`src/rtl/hssq_pkg.sv`:
```
package hssq_pkg;

	// ---------------------------------------------------------------
	// Timing
	// ---------------------------------------------------------------
	localparam int unsigned CLK_FREQ_HZ = 25000000;
	// Hold period in milliseconds; plain default.
	localparam int unsigned HOLD_MS = 100;
	localparam int unsigned HOLD_CYCLES = CLK_FREQ_HZ / 1000 * HOLD_MS;
	localparam int unsigned SYNC_STAGES = 2;

	// ---------------------------------------------------------------
	// Supply select encodings
	// ---------------------------------------------------------------
	localparam logic [1:0] SEL_HIGH_ONLY = 2'h0;
	localparam logic [1:0] SEL_LOW_ONLY = 2'h1;
	localparam logic [1:0] SEL_BOTH = 2'h2;

	// Raw asynchronous inputs gathered into one word for synchronising.
	typedef struct packed {
		logic seat_detect_a_n;
		logic seat_detect_b_n;
		logic [1:0] supply_select;
		logic bus_high_ok;
		logic bus_low_ok;
		logic card_high_ok;
		logic card_low_ok;
		logic host_power_permit;
		logic host_reset_in_n;
	} hssq_in_t;

	localparam int unsigned IN_W = $bits(hssq_in_t);

	typedef enum logic [2:0] {
		ST_IDLE = 3'h0,
		ST_SEATED = 3'h1,
		ST_RAMP = 3'h2,
		ST_HOLD = 3'h3,
		ST_READY = 3'h4
	} hssq_state_t;

endpackage

```
`src/rtl/hssq_sync.sv`:
```
`timescale 1ns/10ps
module hssq_sync
	import hssq_pkg::*;
#(
	parameter int unsigned WIDTH = 1
) (
	input wire logic mclk_i, // Design clock.
	input wire logic rst_n_i, // Asynchronous reset, active low.
	input wire logic [WIDTH-1:0] d_i, // Asynchronous inputs.
	input wire logic [WIDTH-1:0] rst_val_i, // Safe idle level, taken after release.
	output logic [WIDTH-1:0] q_o // Synchronised inputs.
);

	logic [WIDTH-1:0] meta;
	logic [WIDTH-1:0] stage;
	logic [1:0] fill;

	if (WIDTH < 1) begin : g_width_check
		$error("hssq_sync: WIDTH must be at least 1");
	end

	always_ff @(posedge mclk_i or negedge rst_n_i) begin
		if (!rst_n_i) begin
			meta <= '0;
			stage <= '0;
			fill <= 2'h0;
		end else begin
			meta <= d_i;
			stage <= meta;
			fill <= {fill[0], 1'b1};
		end
	end

	// Until both stages hold sampled data the idle level stands in, so no false event follows.
	assign q_o = fill[1] ? stage : rst_val_i;

endmodule

```
`src/rtl/hssq_top.sv`:
```
`timescale 1ns/10ps
module hssq_top
	import hssq_pkg::*;
#(
	parameter int unsigned HOLD_COUNT = HOLD_CYCLES
) (
	input wire logic mclk_i, // Design clock, 25 MHz.
	input wire logic rst_n_i, // Pre-charge power-on reset, active low.
	input wire logic seat_detect_a_n_i, // Seat switch A, low when seated.
	input wire logic seat_detect_b_n_i, // Seat switch B, low when seated.
	input wire logic [1:0] supply_select_i, // Which bus supplies to watch.
	input wire logic bus_high_ok_i, // 5 V bus at or above trip.
	input wire logic bus_low_ok_i, // 3.3 V bus at or above trip.
	input wire logic card_high_ok_i, // Card 5 V at or above trip.
	input wire logic card_low_ok_i, // Card 3.3 V at or above trip.
	input wire logic host_power_permit_i, // Host power permit, low inhibits.
	input wire logic host_reset_in_n_i, // Host reset, active low.
	output logic gate_out_low_rail_o, // 3.3 V gate on.
	output logic gate_out_high_rail_o, // 5 V gate on.
	output logic high_side_driver_en_n_o, // Driver enable, active low.
	output logic card_supply_ok_o, // Card supplies valid.
	output logic signals_ready_n_o, // Card ready, active low.
	output logic card_reset_n_o, // Card reset, active low.
	output logic card_reset_o // Card reset, active high.
);

	localparam int unsigned CW = $clog2(HOLD_COUNT + 1);

	// The counter width follows the period, so any positive count fits.
	if (HOLD_COUNT < 1) begin : g_hold_check
		$error("hssq_top: HOLD_COUNT must be at least 1");
	end

	// ---------------------------------------------------------------
	// Input synchronisation
	// ---------------------------------------------------------------
	hssq_in_t raw;
	hssq_in_t syn;
	hssq_in_t idle;

	assign raw = '{seat_detect_a_n_i, seat_detect_b_n_i, supply_select_i, bus_high_ok_i,
		bus_low_ok_i, card_high_ok_i, card_low_ok_i, host_power_permit_i, host_reset_in_n_i};
	// Idle levels stand in until the synchroniser has filled: unseated, resets held, no power.
	assign idle = '{
		seat_detect_a_n: 1'b1,
		seat_detect_b_n: 1'b1,
		supply_select: SEL_BOTH,
		bus_high_ok: 1'b0,
		bus_low_ok: 1'b0,
		card_high_ok: 1'b0,
		card_low_ok: 1'b0,
		host_power_permit: 1'b0,
		host_reset_in_n: 1'b0
	};

	hssq_sync #(
		.WIDTH(IN_W)
	) u_sync (
		.mclk_i(mclk_i),
		.rst_n_i(rst_n_i),
		.d_i(raw),
		.rst_val_i(idle),
		.q_o(syn)
	);

	// ---------------------------------------------------------------
	// Decode
	// ---------------------------------------------------------------
	function automatic logic supplies_ok(input logic [1:0] sel, input logic hi, input logic lo);
		logic r;
		r = 1'b0;
		unique case (sel)
			SEL_HIGH_ONLY: r = hi;
			SEL_LOW_ONLY: r = lo;
			SEL_BOTH: r = hi & lo;
			default: r = hi & lo;
		endcase
		return r;
	endfunction

	// States in which the gates are on.
	function automatic logic is_powered(input hssq_state_t s);
		return (s == ST_RAMP) || (s == ST_HOLD) || (s == ST_READY);
	endfunction

	// ---------------------------------------------------------------
	// Sequencer conditions
	// ---------------------------------------------------------------

	hssq_state_t state;
	hssq_state_t next_state;
	logic [1:0] sel_held;
	logic [1:0] next_sel_held;
	logic [CW-1:0] hold_cnt;
	logic [CW-1:0] next_hold_cnt;

	wire seated = !syn.seat_detect_a_n && !syn.seat_detect_b_n;
	wire permit = syn.host_power_permit;
	wire host_rst = !syn.host_reset_in_n;
	wire bus_ok = supplies_ok(sel_held, syn.bus_high_ok, syn.bus_low_ok);
	wire card_ok = supplies_ok(sel_held, syn.card_high_ok, syn.card_low_ok);
	wire abort = !seated || !permit;
	// The hold ends one edge after the count has reached HOLD_COUNT.
	wire hold_done = (hold_cnt == CW'(HOLD_COUNT));
	wire powered = is_powered(state);

	// ---------------------------------------------------------------
	// Sequencer
	// ---------------------------------------------------------------
	always_comb begin
		next_state = state;
		next_sel_held = sel_held;
		next_hold_cnt = hold_cnt;
		unique case (state)
			ST_IDLE: begin
				if (seated) begin
					// The selection is taken once per seating; a change needs a reseat.
					next_sel_held = syn.supply_select;
					next_state = ST_SEATED;
				end
			end
			ST_SEATED: begin
				if (!seated) begin
					next_state = ST_IDLE;
				end else if (bus_ok && permit) begin
					next_state = ST_RAMP;
				end
			end
			ST_RAMP: begin
				// The timer stays clear until card supplies and host lines let it run.
				next_hold_cnt = '0;
				if (card_ok && !host_rst && permit) begin
					next_state = ST_HOLD;
				end
			end
			ST_HOLD: begin
				if (host_rst || !card_ok) begin
					next_hold_cnt = '0;
					next_state = ST_RAMP;
				end else if (hold_done) begin
					next_state = ST_READY;
				end else begin
					next_hold_cnt = hold_cnt + CW'(1);
				end
			end
			ST_READY: begin
				if (host_rst || !card_ok) begin
					next_hold_cnt = '0;
					next_state = ST_RAMP;
				end
			end
			default: next_state = ST_IDLE;
		endcase
		// Loss of seating, permit or a watched bus outranks every step above.
		if (powered && (abort || !bus_ok)) begin
			next_state = seated ? ST_SEATED : ST_IDLE;
			next_hold_cnt = '0;
		end
	end

	// ---------------------------------------------------------------
	// State register
	// ---------------------------------------------------------------

	always_ff @(posedge mclk_i or negedge rst_n_i) begin
		if (!rst_n_i) begin
			state <= ST_IDLE;
			sel_held <= SEL_BOTH;
			hold_cnt <= '0;
		end else begin
			state <= next_state;
			sel_held <= next_sel_held;
			hold_cnt <= next_hold_cnt;
		end
	end

	// ---------------------------------------------------------------
	// Outputs, all registered
	// ---------------------------------------------------------------
	wire next_power = is_powered(next_state);
	wire next_ready = (next_state == ST_READY);
	// Both reset forms come from one decode so they can never disagree.
	wire next_reset = !next_ready;
	wire next_card_ok = next_power && card_ok;

	always_ff @(posedge mclk_i or negedge rst_n_i) begin
		if (!rst_n_i) begin
			gate_out_low_rail_o <= 1'b0;
			gate_out_high_rail_o <= 1'b0;
			high_side_driver_en_n_o <= 1'b1;
			card_supply_ok_o <= 1'b0;
			signals_ready_n_o <= 1'b1;
			card_reset_n_o <= 1'b0;
			card_reset_o <= 1'b1;
		end else begin
			gate_out_low_rail_o <= next_power;
			gate_out_high_rail_o <= next_power;
			high_side_driver_en_n_o <= !next_power;
			card_supply_ok_o <= next_card_ok;
			signals_ready_n_o <= !next_ready;
			card_reset_n_o <= !next_reset;
			card_reset_o <= next_reset;
		end
	end

endmodule

```
`config.mk`:
```
export PLATFORM = sky130hd
export DESIGN_NAME = hssq_top
export DESIGN_NICKNAME = d
export VERILOG_FILES = /design/src/rtl/hssq_pkg.sv /design/src/rtl/hssq_sync.sv /design/src/rtl/hssq_top.sv
export SDC_FILE = /design/constraint.sdc
export NUM_CORES = 1
export LEC_CHECK = 0
export ABC_AREA = 1
export BUFFER_PORTS_ARGS = -buffer_cell sky130_fd_sc_hd__buf_2
export CAP_MARGIN = 0
export CORE_MARGIN = 3
export CORE_UTILIZATION = 59
export CTS_CLUSTER_SIZE = 12
export DETAILED_ROUTE_END_ITERATION = 10
export HOLD_SLACK_MARGIN = 0.06
export PLACE_DENSITY = 0.89
export SLEW_MARGIN = 20
export SYNTH_ARGS = -nofsm -noshare
export SYNTH_HDL_FRONTEND = slang
export SYNTH_SLANG_ARGS = --single-unit
```
`constraint.sdc`:
```
create_clock -name mclk_i -period 2.3 [get_ports mclk_i]
set_clock_uncertainty 0.15 [all_clocks]
set_input_delay 0.345 -clock mclk_i [delete_from_list [all_inputs] [get_ports mclk_i]]
set_output_delay 0.345 -clock mclk_i [all_outputs]
set_load 0.005 [all_outputs]
```
==> impl_metrics.tcl, run 1 <==
set metrics [dict create \
    cp.required_ns 2.38 \
    synth-simple-area-share_pct 38.6 \
    synthFlopType "dfrtp_1" \
    synthDistinctLibCells 30 \
    hold_slack_ns 0.205 \
    antenna_found_initial 0 \
    place_inst 462 \
    fin_crit_sh_pct 90.7 \
    p_clk_share_pct 29.8 \
    die_area_mm2 0.00575 \
    r2r_setup_slack_ns 0.21 \
    diodes 0 \
    synth_area_mm2 0.00288 \
    routabilityCongestion 0.987 \
    grt_pass1_wl_um 11400 \
    power.total_mw 2.24 \
    final_common_cell "nand2_1" \
    setup_viol 0 \
    synthMuxAreaShare_pct 0 \
    top_layer "met4" \
    stdcell_count 481 \
    wl_met1_um 2860 \
    fmax_mhz 479 \
    async_flop_share_pct 100 \
    viasPerCell 5.50 \
    overflow 0 \
    mostFrequentLayoutCells "nand2_1, nor2_1, dfrtp_1, inv_1, nand3_1" \
    cp-endpoint "hold_cnt[1]" \
    slowest_stage "dfrtp_1" \
    routed_wl_um 6850 \
    synthCells 382 \
    intPower_mw 1.49 \
    postCtsSetupRepairBufs 0 \
    port_buffers 18 \
    cts_tree "built" \
    worst_setup_path_startpoint "hold_cnt[0]" \
    seq_power_share_pct 47.6 \
    htree_levels 2 \
    grt_util_all_layers_pct 26.4 \
    clk_latency_ns 0.32 \
    grt_pass1_vias 2437 \
    cts.clk_slew.worst_paths_ns 0.11 \
    drive_gt1_share_pct 12.5 \
    p_leak_nw 1.52 \
    die_h_um 75.9 \
    status "completed" \
    path_cells "inv_1 > ha_1 > nand2_1 > nor3_1 > nand3_1 > nand2_1 > nand3_2 > nand2_4 > nand2_1 > o21ai_0" \
    syn_nets 396 \
    power.density_mw_per_mm2 691 \
    period_minus_slack_ns 2.09 \
    syn_to_final_growth_pct 12.6 \
    r2r-start "hold_cnt[0]" \
    hold_viol 0 \
    met2WireLength_um 3280 \
    wl_met3_um 580 \
    grt_max_degree 25 \
    wire_per_inst_um 14.2 \
    p_sw_mw 0.746 \
    crit_path_start_kind "register" \
    cts-root-buf "clkbuf_8" \
    core_area_mm2 0.00453 \
    fin_tns_setup_ns 0 \
    die_w_um 75.9 \
    fin_nets 429 \
    rsz0062_at_grt "false" \
    synth_xor_area_share_pct 1.22 \
    drv_slew 0 \
    drt_iter0_drc 314 \
    synthAdderAreaFrac_pct 0.869 \
    num_vias 2646 \
    postRouteAntennaNets 0 \
    clk_path_buf_depth 2 \
    critical_path_class "reg2reg" \
    cts_buffers 5 \
    yosysWarnings 0 \
    dp_hpwl_um 4690 \
    postLayoutSetupSlackWorst_ns 0.214 \
    r2r-end "hold_cnt[1]" \
    drv_cap 0 \
    combPwrFrac_pct 22.6 \
    drc 0 \
    firstDrtPassIters 7 \
    critPathMaxFanout 24 \
    cp-end-kind "register" \
    avgSynthCellArea_um2 7.54 \
    p_sw_share_pct 33.3 \
    cp.arrival_ns 2.16 \
    vdd_drop_max_mv 0.473 \
    rr_worst_depth 10 \
    slowest_delay_ns 0.45 \
    synth_top_family_by_area "simple AND/OR/NAND/NOR gates" \
    fp-row-count 24 \
    cts_sinks 54 \
    synth_edf_count 0 \
    ios 19 \
    synth-compound-area-share_pct 4.00 \
    fillers 350 \
    cp_common_cell "nand2_1" \
    start_util_pct 63.5 \
    seq_area_frac_synth_pct 47.1 \
    synth-seq-cells 54 \
    min_path_type "reg2reg" \
    dp_slack_ns 0.263 \
]
## layer usage
layer	up-vias	global-route usage, %
met1	1215	35.4
met3	18	4.88
met4	0	8.16
met2	139	43.4
met5	-	0
li1	1274	-
## state kept, by name (all words and copies together) (netlist names), 2 cells and up
register      flops
hold_cnt         22
state             3
u_sync.meta      10
u_sync.fill       2
u_sync.stage     10
sel_held          2
## cell type report
type | instances | area (um2) | share of cell area, %
timing repair buffer | 36 | 253 | 7.79
sequential | 54 | 1360 | 41.8
inverter | 39 | 146 | 4.51
tap | 65 | 81.3 | 2.51
multi-input combinational | 279 | 1290 | 39.8
clock buffer | 5 | 68.8 | 2.12
clock inverter | 3 | 48.8 | 1.50
## cells in the mapped netlist (3+ instances only)
master,instances,area [um2]
dfstp_2,3,78.8
nor2_1,51,191
inv_2,3,11.3
buf_4,3,22.5
nor3_1,11,55.1
o21ai_0,13,65.1
nand2_1,129,484
dfrtp_1,51,1280
nand3_1,28,140
buf_6,5,56.3
o21bai_1,3,22.5
inv_1,36,135
nor2_2,3,18.8
nand4_1,19,119
xor2_1,3,26.3
## cell families (layout without fill, tap and decap cells)
group / after synthesis / count (layout)
XOR/XNOR: 4 / 4
flip-flops: 54 / 54
other: 1 / 1
AO/OA/AOI/OAI: 20 / 20
adder cells (fa/ha/maj): 2 / 2
AND/OR/NAND/NOR: 252 / 252
buffers and inverters: 49 / 83
## worst min path at each step
stage	start	end	depth (start not counted)
4_1_cts	u_sync.fill[0]	u_sync.fill[1]	0
2_1_floorplan	rst_n_i	card_reset_n_o	0
3_5_place_dp	rst_n_i	card_reset_n_o	1
3_3_place_gp	rst_n_i	card_reset_n_o	1
5_1_grt	u_sync.meta[7]	u_sync.stage[7]	0
6_report	u_sync.meta[9]	u_sync.stage[9]	0
## critical path, delay by kind of cell (launching register included)
kind                     cells  cell delay, ns
buffers and inverters        1            0.14
adder cells (fa/ha/maj)      1            0.19
AO/OA/AOI/OAI                1            0.08
flip-flops                   1            0.45
AND/OR/NAND/NOR              7            0.96
## power groups by stage
stage	Combinational, mW	Clock (mW)	Sequential (mW)
after floorplan	0.401	0	1.08
after global placement	0.466	0	1.08
after detailed placement	0.479	0	1.08
after CTS	0.499	0.680	1.06
after global routing	0.554	0.727	1.07
final	0.507	0.667	1.07
## repair_timing
| item | in CTS | in global routing |
|---|---|---|
| hold buffers | 11 | 0 |
| hold endpoints to repair | 27 | 0 |
| resized for setup | 0 | 0 |
## stage by stage
step,utilization (%),instance area [um2]
after floorplan,-,2880
after global placement,66.5,3020
after detailed placement,66.5,3020
after CTS,71.5,3240
after global routing,71.5,3240
final,71.5,3240
(Power assumes the default switching activity.)
==> inputs of run 2 (changes only) <==
--- a/config.mk
+++ b/config.mk
@@ -5,7 +5,6 @@
 export SDC_FILE = /design/constraint.sdc
 export NUM_CORES = 1
 export LEC_CHECK = 0
-export ABC_AREA = 1
 export BUFFER_PORTS_ARGS = -buffer_cell sky130_fd_sc_hd__buf_2
 export CAP_MARGIN = 0
 export CORE_MARGIN = 3
@@ -13,7 +12,8 @@
 export CTS_CLUSTER_SIZE = 12
 export DETAILED_ROUTE_END_ITERATION = 10
 export HOLD_SLACK_MARGIN = 0.06
-export PLACE_DENSITY = 0.89
+export PLACE_DENSITY = 0.9
+export RECOVER_POWER = 25
 export SLEW_MARGIN = 20
 export SYNTH_ARGS = -nofsm -noshare
 export SYNTH_HDL_FRONTEND = slang
==> impl_metrics.tcl, run 2 <==
set metrics [dict create \
    status "completed" \
    fin_crit_sh_pct 95.5 \
    drv_cap 0 \
    cp.arrival_ns 2.26 \
    final_common_cell "dfrtp_1" \
    wire_per_inst_um 18.2 \
    vdd_drop_max_mv 0.535 \
    port_buffers 18 \
    top_regs "hold_cnt: 22 flops, u_sync.meta: 10 flops, u_sync.stage: 10 flops" \
    dp_hpwl_um 3510 \
    mostFrequentLayoutCells "dfrtp_1, nand2_1, a31oi_1, nand3_1, buf_2" \
    stdcell_count 332 \
    critPathMaxFanout 38 \
    cp.required_ns 2.36 \
    max_flop_register "hold_cnt" \
    hold_viol 0 \
    drc 0 \
    synthFlopType "dfrtp_1" \
    cts-root-buf "clkbuf_8" \
    worst-slew-pin-transition_ns 0.586 \
    cp_top_family "compound AO/OA/AOI/OAI gates" \
    critical_path_class "reg2reg" \
    grt_max_degree 39 \
    rsz0062_at_grt "false" \
    avgSynthCellArea_um2 10.4 \
    die_area_mm2 0.00501 \
    cp-end-kind "register" \
    yosys.area.top_type "dfrtp_1" \
    firstDrtPassIters 7 \
    synthAdderAreaFrac_pct 1.01 \
    diodes 0 \
    largest_reg_flops 22 \
    drt_iter0_drc 306 \
    start_util_pct 64.3 \
    synth_area_mm2 0.00248 \
    cts_sinks 54 \
    slowest_stage "dfrtp_1" \
    ios 19 \
    overflow 0 \
    num_vias 2163 \
    async_flop_share_pct 100 \
    cp.buffers_inverters 2 \
    yosysWarnings 0 \
    slew_headroom_pct 60.9 \
    synthTopCellsByArea "dfrtp_1, a31oi_1, nand3_1" \
    grt_pass1_wl_um 9390 \
    routed_wl_um 6030 \
    crit_path_start_kind "register" \
    synth-seq-cells 54 \
    slowest_delay_ns 0.46 \
    htree_levels 2 \
    cts_buffers 5 \
    postRouteAntennaNets 0 \
    hold_slack_ns 0.207 \
    synth_most_common_cell "dfrtp_1" \
    antenna_found_initial 0 \
    drive_gt1_share_pct 21.5 \
    power.density_mw_per_mm2 576 \
    synthDistinctLibCells 50 \
    synth-compound-area-share_pct 15.1 \
    period_minus_slack_ns 2.20 \
    grt_pass1_vias 1992 \
    synthMuxAreaShare_pct 0.404 \
    syn_to_final_growth_pct 21.6 \
    synth_xor_area_share_pct 1.41 \
    syn_nets 253 \
    yosysTopAreaCellShare_pct 51.5 \
    fin_nets 297 \
    cts_tree "built" \
    core_area_mm2 0.00385 \
    r2r_setup_slack_ns 0.10 \
    routabilityCongestion 0.828 \
    clk_path_buf_depth 2 \
    p_leak_nw 1.28 \
    grt_util_all_layers_pct 23.5 \
    fp-row-count 22 \
    min_path_type "reg2reg" \
    seq_area_frac_synth_pct 54.7 \
    synthCells 239 \
    die_w_um 70.8 \
    clk_latency_ns 0.31 \
    synth-simple-area-share_pct 22.5 \
    setup_viol 0 \
    place_inst 306 \
    viasPerCell 6.52 \
    die_h_um 70.8 \
    synth_edf_count 0 \
    cts.clk_slew.worst_paths_ns 0.10 \
    synthTopCellsByCount "dfrtp_1, nand2_1, a31oi_1" \
    path_cells "o21bai_1 > a22oi_1 > buf_4 > nor4_4 > buf_12 > nand2b_1 > a31oi_1" \
    drv_slew 0 \
    synth_top_family_by_area "simple AND/OR/NAND/NOR gates" \
    fmax_mhz 455 \
]
==> run 2: changes by cell type after synthesis, sizes merged, moves of 7 or more <==
cell    before  now
nand3       30   18
inv         39   12
a31oi        0   22
nor2        55   13
nor3        12    2
nand2      132   23
nand4       20    4
nand2b       0    7
==> run 2: cells by family after synthesis <==
family | count (synthesis)
and+or+nand+nor | 99
DFF | 54
other | 1
adders and majority gates | 2
AOI/OAI and AO/OA | 54
muxes | 1
xor gates and xnor gates | 4
buffers and inverters | 24
==> run 2: routing by layer <==
| layer | share of wire [%] | GRT usage (%) |
|---|---|---|
| met5 | 0 | 0 |
| met4 | 3.2 | 7.31 |
| met3 | 8.3 | 4.55 |
| met2 | 50 | 39.9 |
| met1 | 38 | 30.7 |
==> run 2: what timing repair did <==
item,in CTS,in global routing
endpoints found under the setup margin,12,21
gates resized for setup,2,6
pin swaps,0,5
hold buffers,11,0
hold endpoints to repair,34,0
setup buffers,0,5
gates cloned,1,1
==> run 2: worst paths after layout <==
kind | startpoint | to | cells after the start
setup / recovery | sel_held[0] | hold_cnt[21] | 7
hold / removal | u_sync.meta[3] | u_sync.stage[3] | 0
setup reg to reg | sel_held[0] | hold_cnt[21] | 7
hold reg to reg | u_sync.meta[3] | u_sync.stage[3] | 0
max in group asynchronous | rst_n_i | card_reset_o | 3
min in group asynchronous | rst_n_i | u_sync.stage[2] | 2
==> run 2: final cells by class <==
class | count | area, um2
flip-flops and latches | 54 | 1360
multi-input cells | 163 | 1090
fillers | 237 | 842
repair buffers | 47 | 348
clock buffers | 5 | 68.8
well taps | 48 | 60.1
clock inverters | 3 | 47.5
inverters | 12 | 45.0
==> run 2: power breakdown <==
| part | leakage [nW] | switching (mW) | internal (mW) |
|---|---|---|---|
| logic | 0.535 | 0.0514 | 0.0385 |
| registers | 0.691 | 0.0218 | 0.978 |
| clock network | 0.0587 | 0.314 | 0.330 |
| total | 1.28 | 0.388 | 1.35 |
==> run 2: through the flow <==
step / total power, mW / instance area, um2 / setup slack (ns) / setup TNS, ns / util [%]
after floorplan: 1.04 / 2480 / 0.162 / 0 / -
after global placement: 1.08 / 2670 / 0.0723 / 0 / 69.4
after detailed placement: 1.08 / 2670 / -0.0000606 / -0.0000606 / 69.4
after CTS: 1.74 / 2930 / 0.0366 / 0 / 76.0
after global routing: 1.80 / 3010 / 0.00268 / 0 / 78.1
final: 1.73 / 3010 / 0.102 / 0 / 78.1
